===== src/logic/ald_pkg.sv =====
/*
 * constants, opcodes and register map of the add and logic datapath.
 * assumes one core clock and a synchronous active-high core reset.
 */
package ald_pkg;

    localparam int DATA_W = 8;
    localparam int ADDR_W = 2;
    localparam int OP_W = 3;

    ////////////////////////////////////////////////////////////////////////////
    // instruction codes
    typedef enum logic [2:0] {
        SUM_WITH_CARRY_OP        = 3'h0,
        SUM_WITH_CARRY_TO_MEM_OP = 3'h1,
        SUM_MEM_OP               = 3'h2,
        SUM_LITERAL_OP           = 3'h3,
        SUM_TO_MEMORY_OP         = 3'h4,
        CONJ_MEM_OP              = 3'h5,
        CONJ_LITERAL_OP          = 3'h6,
        BITWISE_CONJ_TO_MEMORY_OP = 3'h7
    } ald_op_t;

    ////////////////////////////////////////////////////////////////////////////
    // register map
    localparam logic [1:0] REG_WORKING = 2'h0;
    localparam logic [1:0] REG_FLAGS = 2'h1;
    localparam logic [1:0] REG_RESULT = 2'h2;

    // flag field positions
    localparam int FLAG_UPPER_SPILL = 0;
    localparam int FLAG_HALF_CARRY = 1;
    localparam int FLAG_ALL_LOW = 2;
    localparam int FLAG_SIGNED_WRAP = 3;
    localparam int FLAG_W = 4;

    // values after reset
    localparam logic [7:0] WORKING_RESET = 8'h00;
    localparam logic [3:0] FLAGS_RESET = 4'h0;
    localparam logic [7:0] RESULT_RESET = 8'h00;
    localparam logic [7:0] READ_IDLE = 8'h00;

    // cycles per instruction
    localparam int OP_CYCLES = 1;

endpackage


===== src/logic/ald_adder.sv =====
/*
 * 8-bit adder with carry in, giving carry out of bit 3, bit 7 and the
 * two's-complement overflow. purely combinational.
 */
module ald_adder
(
    input wire logic [7:0] a_i,
    input wire logic [7:0] b_i,
    input wire logic carry_i,
    output logic [7:0] sum_o,
    output logic carry3_o,
    output logic carry7_o,
    output logic wrap_o
);

    logic [4:0] low;
    logic [3:0] mid;
    logic [1:0] top;

    always_comb
    begin
        low = {1'b0, a_i[3:0]} + {1'b0, b_i[3:0]} + {4'h0, carry_i};
        mid = {1'b0, a_i[6:4]} + {1'b0, b_i[6:4]} + {3'h0, low[4]};
        top = {1'b0, a_i[7]} + {1'b0, b_i[7]} + {1'b0, mid[3]};
        sum_o = {top[0], mid[2:0], low[3:0]};
        carry3_o = low[4];
        carry7_o = top[1];
        // carry into bit 7 differs from carry out
        wrap_o = top[1] ^ mid[3];
    end

endmodule


===== src/logic/ald_datapath.sv =====
/*
 * add, add-with-carry and AND datapath of an 8-bit core, with the
 * working register, four arithmetic flags and a small register port.
 * assumes the core presents the addressed memory byte and the literal
 * beside op_valid_i, and performs the memory write on mem_wr_o.
 */
// Function
// - carry add from memory into working register
// - carry add written back to memory
// - plain add from memory into working register
// - plain add of literal into working register
// - plain add written back to memory
// - AND with memory, only zero flag
// - AND with literal, only zero flag
// - AND written back to memory, zero flag
module ald_datapath
(
    input wire logic core_clk_i,
    input wire logic reset_i,
    input wire logic op_valid_i,
    input wire logic [2:0] op_code_i,
    input wire logic [7:0] mem_data_i,
    input wire logic [7:0] literal_i,
    input wire logic [1:0] reg_addr_i,
    input wire logic [7:0] reg_wdata_i,
    input wire logic reg_wr_i,
    input wire logic reg_rd_i,
    output logic [7:0] reg_rdata_o,
    output logic [7:0] working_reg_o,
    output logic upper_spill_flag_o,
    output logic half_carry_flag_o,
    output logic all_bits_low_flag_o,
    output logic signed_wrap_flag_o,
    output logic mem_wr_o,
    output logic [7:0] mem_wdata_o,
    output logic op_done_o
);

    ////////////////////////////////////////////////////////////////////////////
    // helpers

    function automatic logic is_zero(input logic [7:0] value);
        is_zero = (value == 8'h00);
    endfunction

    function automatic logic [7:0] pack_flags(input logic [3:0] flags);
        pack_flags = {4'h0, flags};
    endfunction

    ////////////////////////////////////////////////////////////////////////////
    // operand selection and adder

    ald_pkg::ald_op_t op;
    logic uses_literal;
    logic uses_carry;
    logic [7:0] operand_b;
    logic [7:0] sum;
    logic [7:0] conj;
    logic carry3;
    logic carry7;
    logic wrap;

    always_comb
    begin
        op = ald_pkg::ald_op_t'(op_code_i);
        uses_literal = (op == ald_pkg::SUM_LITERAL_OP) || (op == ald_pkg::CONJ_LITERAL_OP);
        uses_carry = (op == ald_pkg::SUM_WITH_CARRY_OP)
            || (op == ald_pkg::SUM_WITH_CARRY_TO_MEM_OP);
        operand_b = uses_literal ? literal_i : mem_data_i;
        conj = working_reg_o & operand_b;
    end

    ald_adder u_adder
    (
        .a_i(working_reg_o),
        .b_i(operand_b),
        .carry_i(uses_carry & upper_spill_flag_o),
        .sum_o(sum),
        .carry3_o(carry3),
        .carry7_o(carry7),
        .wrap_o(wrap)
    );

    ////////////////////////////////////////////////////////////////////////////
    // state

    logic [7:0] result;
    logic [3:0] flags;
    logic [7:0] next_working;
    logic [3:0] next_flags;
    logic [7:0] next_result;
    logic [7:0] next_rdata;
    logic next_mem_wr;
    logic [7:0] next_mem_wdata;
    logic next_done;

    always_comb
    begin
        next_working = working_reg_o;
        next_flags = flags;
        next_result = result;
        next_mem_wr = 1'b0;
        next_mem_wdata = mem_wdata_o;
        next_done = 1'b0;
        next_rdata = ald_pkg::READ_IDLE;
        // software writes; an instruction in the same cycle wins, except over a working register write beside a to-memory op
        if (reg_wr_i)
        begin
            if (reg_addr_i == ald_pkg::REG_WORKING)
            begin
                next_working = reg_wdata_i;
            end
            if (reg_addr_i == ald_pkg::REG_FLAGS)
            begin
                next_flags = reg_wdata_i[ald_pkg::FLAG_W-1:0];
            end
        end
        if (reg_rd_i)
        begin
            unique case (reg_addr_i)
                ald_pkg::REG_WORKING: next_rdata = working_reg_o;
                ald_pkg::REG_FLAGS: next_rdata = pack_flags(flags);
                ald_pkg::REG_RESULT: next_rdata = result;
                default: next_rdata = ald_pkg::READ_IDLE;
            endcase
        end
        if (op_valid_i)
        begin
            next_done = 1'b1;
            next_flags = flags;
            unique case (op)
                ald_pkg::SUM_WITH_CARRY_OP,
                ald_pkg::SUM_MEM_OP,
                ald_pkg::SUM_LITERAL_OP:
                begin
                    next_working = sum;
                    next_result = sum;
                end
                ald_pkg::SUM_WITH_CARRY_TO_MEM_OP,
                ald_pkg::SUM_TO_MEMORY_OP:
                begin
                    next_mem_wr = 1'b1;
                    next_mem_wdata = sum;
                    next_result = sum;
                end
                ald_pkg::CONJ_MEM_OP,
                ald_pkg::CONJ_LITERAL_OP:
                begin
                    next_working = conj;
                    next_result = conj;
                end
                ald_pkg::BITWISE_CONJ_TO_MEMORY_OP:
                begin
                    next_mem_wr = 1'b1;
                    next_mem_wdata = conj;
                    next_result = conj;
                end
            endcase
            if (op inside {ald_pkg::CONJ_MEM_OP, ald_pkg::CONJ_LITERAL_OP,
                ald_pkg::BITWISE_CONJ_TO_MEMORY_OP})
            begin
                next_flags[ald_pkg::FLAG_ALL_LOW] = is_zero(conj);
            end
            else
            begin
                next_flags[ald_pkg::FLAG_UPPER_SPILL] = carry7;
                next_flags[ald_pkg::FLAG_HALF_CARRY] = carry3;
                next_flags[ald_pkg::FLAG_ALL_LOW] = is_zero(sum);
                next_flags[ald_pkg::FLAG_SIGNED_WRAP] = wrap;
            end
        end
    end

    always_ff @(posedge core_clk_i)
    begin
        if (reset_i)
        begin
            working_reg_o <= ald_pkg::WORKING_RESET;
            flags <= ald_pkg::FLAGS_RESET;
            result <= ald_pkg::RESULT_RESET;
            reg_rdata_o <= ald_pkg::READ_IDLE;
            mem_wr_o <= 1'b0;
            mem_wdata_o <= ald_pkg::RESULT_RESET;
            op_done_o <= 1'b0;
        end
        else
        begin
            working_reg_o <= next_working;
            flags <= next_flags;
            result <= next_result;
            reg_rdata_o <= next_rdata;
            mem_wr_o <= next_mem_wr;
            mem_wdata_o <= next_mem_wdata;
            op_done_o <= next_done;
        end
    end

    assign upper_spill_flag_o = flags[ald_pkg::FLAG_UPPER_SPILL];
    assign half_carry_flag_o = flags[ald_pkg::FLAG_HALF_CARRY];
    assign all_bits_low_flag_o = flags[ald_pkg::FLAG_ALL_LOW];
    assign signed_wrap_flag_o = flags[ald_pkg::FLAG_SIGNED_WRAP];

    logic [7:0] w_q;
    logic [7:0] m_q;
    logic [7:0] l_q;
    logic c_q;
    logic [8:0] ref_sum;

    always_ff @(posedge core_clk_i)
    begin
        w_q <= working_reg_o;
        m_q <= mem_data_i;
        l_q <= literal_i;
        c_q <= upper_spill_flag_o;
    end

    always_comb
    begin
        ref_sum = {1'b0, w_q} + {1'b0, m_q} + {8'h00, c_q};
    end
endmodule


===== config.mk =====
export PLATFORM = sky130hd
export DESIGN_NAME = ald_datapath
export DESIGN_NICKNAME = d
export VERILOG_FILES = /design/src/logic/ald_pkg.sv /design/src/logic/ald_adder.sv /design/src/logic/ald_datapath.sv
export SDC_FILE = /design/constraint.sdc
export NUM_CORES = 1
export LEC_CHECK = 0
export BUFFER_PORTS_ARGS = -buffer_cell sky130_fd_sc_hd__buf_4
export CORE_MARGIN = 2
export CORE_UTILIZATION = 28
export DETAILED_ROUTE_END_ITERATION = 10
export RECOVER_POWER = 25
export SLEW_MARGIN = 20
export SYNTH_ARGS = -nofsm -noshare
export SYNTH_HDL_FRONTEND = slang
export SYNTH_SLANG_ARGS = --single-unit

===== constraint.sdc =====
create_clock -name core_clk_i -period 4.6 [get_ports core_clk_i]
set_input_delay 0.46 -clock core_clk_i [delete_from_list [all_inputs] [get_ports core_clk_i]]
set_output_delay 0.46 -clock core_clk_i [all_outputs]
set_load 0.005 [all_outputs]

==> out/qor.txt <==
Max-cap viol count - 0
H-tree levels - 2
Top cell type's share of synthesized area - 0.321
DR DRC count - 0
CTS clk-pin slew, worst paths - 0.08 ns
Hold path start - reg_wdata_i[6]
Dpl cell area - 0.00290 sq mm
Die area - 0.00921 sq mm
Post-CTS sizing - 0
Final worst path period share - 0.911
Sequential area share after synthesis - 0.321
Average cell area after synthesis - 8.87 sq um
Synth cell types - 42
Syn Inst Count - 267
Number of synthesized flops with an enable pin - 0
Antenna violations before repair - 0
RR Startpoint - flags[0]$_SDFFE_PP0P_
Final setup fails - 0
CP Data Required Time - 4.80 ns
Vias in the first global route - 2099
Average routed wire per standard cell - 16.7 um
Antenna Violating Nets Remaining - 0
TritonCTS buffer count - 5
Final nets - 367
Placed cells - 419
Die W - 96.0 um
Total Power - 982 uW
PD cells - 328 mW/mm^2
Height of the die - 96.0 um
Crit path launch type - input port
Post-route cell area - 0.00299 sq mm
Final Util - 0.364
Finished Layout Cells - 427
Status - complete, no violations
Peak VDD IR - 0.119 mV
Post-CTS setup buffers - 0
Most used DFF post-synth - dfxtp_1
CTS Hold Bufs - 0
CP Class - input port to flip-flop
Crit-path max FO - 15
Synthesis Warnings - 0
Hold WC Path Type - input port to flip-flop
Global-route wire length before repair - 11200 um
Initial Util - 0.288
DRT Pass-1 Iters - 4
Cell area after synthesis - 0.00237 sq mm
Port bufs - 63
Crit path DAT - 4.39 ns
Post-synth top area cell - dfxtp_1
Largest cells by area after synthesis - dfxtp_1, mux2i_1, nor2_1
Synth Net Count - 313
Detailed Place HPWL - 5510 um
Buffer depth of the longest clock path - 2
Hold path depth - 3
Reg2reg end - flags[2]$_SDFFE_PP0P_
Max Freq - 239 MHz
Worst slew pin tran - 1.11 ns
Tmin final - 4.19 ns
Min Hold Slack - 0.446 ns
Post-Route WL - 7120 um
R2r worst-path depth - 12
Setup Slack @ Placement - 0.113 ns
Most frequent cells in the layout - buf_4, dfxtp_1, nor2_1, mux2i_1, nand2_1
Commonest non-fill, non-tap cell in the layout - buf_4
Reg2reg setup slack - 0.91 ns
Rows - 33
Gr usage total - 0.162
Setup TNS - 0 ns
CTS Root Buffer Type - clkbuf_8
CTS Sinks - 38
Fin worst setup slack - 0.408 ns
Ports - 64
CTS tree - built
Worst skew pair latency - 0.30 ns
Leakage power - 1.30 nW
Largest net degree at the start of global routing - 28
Number of vias per cell - 5.10
Number of diodes - 0
GPL Wtd Cong - 0.879
Synth Register Bits - 38
Setup Skew - 0.00783 ns
Crit end category - flip-flop
Initial DRC count - 103
P&R area growth vs syn - 26.4%
Worst slew margin - 0.259
Share of synthesized registers carrying an async set or reset - 0
Final hold vios - 0
Grt ovf - 0
RSZ-0062 raised after global routing - no
Pins over their slew limit - 0
Vias - 2179
Core ar. - 0.00822 sq mm
Hold EP - working_reg_o[6]$_SDFF_PP0_
Layout cells sized above 1 - 0.267
[cell type report]
type | instances | area, sq um
clock inverter | 1 | 30.0
inverter | 9 | 33.8
timing repair buffer | 66 | 484
multi-input combinational | 201 | 1480
tap | 105 | 131
sequential | 38 | 761
fill | 868 | 5220
clock buffer | 7 | 76.3
[sequential cells by signal (all words and copies together) (netlist names)]
signal and cells:
flags 4, mem_wdata_o 8, mem_wr_o 1, op_done_o 1, reg_rdata_o 8, result 8
working_reg_o 8
[cell usage after synthesis (all sizes together), types with 5 or more instances]
cell type and instances:
a211oi 10, a21o 5, a21oi 10, a311oi 5
buf 10, clkbuf 9, dfxtp 38, fa 5
ha 7, inv 9, mux2 9, mux2i 27
nand2 19, nand3 8, nor2 36, o21ai 11
o22ai 7
[worst max path at each step]
stage                      start               endpoint  slack, ns
floorplan           op_code_i[1]  flags[2]$_SDFFE_PP0P_       0.35
global placement    op_code_i[0]  flags[2]$_SDFFE_PP0P_       0.22
detailed placement  op_code_i[0]  flags[2]$_SDFFE_PP0P_       0.11
CTS                 op_code_i[0]  flags[2]$_SDFFE_PP0P_       0.42
global route        op_code_i[0]  flags[2]$_SDFFE_PP0P_       0.24
finish              op_code_i[0]  flags[2]$_SDFFE_PP0P_       0.41
[power by group]
group	internal [mW]	switching, mW
logic	0.145	0.174
registers	0.356	0.0246
clock network	0.162	0.119
total	0.664	0.318
[layer usage]
layer,vias up,track usage,share of wire
met5,-,0,0
met1,1027,0.221,0.46
met3,8,0.0290,0.063
met4,0,0.0440,0.013
met2,65,0.262,0.47
li1,1079,-,-
[critical path, stage by stage]
cell and delay, ns:
buf_4 0.17, xor2_1 0.17, nand2_1 0.09, mux2_2 0.36
fa_1 0.43, fa_1 0.41, a21o_1 0.19, a21o_1 0.20
fa_1 0.40, a21o_1 0.18, a21o_1 0.22, fa_1 0.56
nor3_1 0.22, nand3_1 0.10, o41ai_1 0.23
[logic make-up after synthesis]
| group | after synthesis | synth area share |
|---|---|---|
| adder cells (fa/ha/maj) | 12 | 0.0792 |
| multiplexers | 36 | 0.157 |
| AO/OA/AOI/OAI | 65 | 0.209 |
| flip-flops | 38 | 0.321 |
| buffers and inverters | 28 | 0.0549 |
| AND/OR/NAND/NOR | 82 | 0.156 |
| XOR/XNOR | 6 | 0.0222 |
Power figures use the tool's default switching activity.
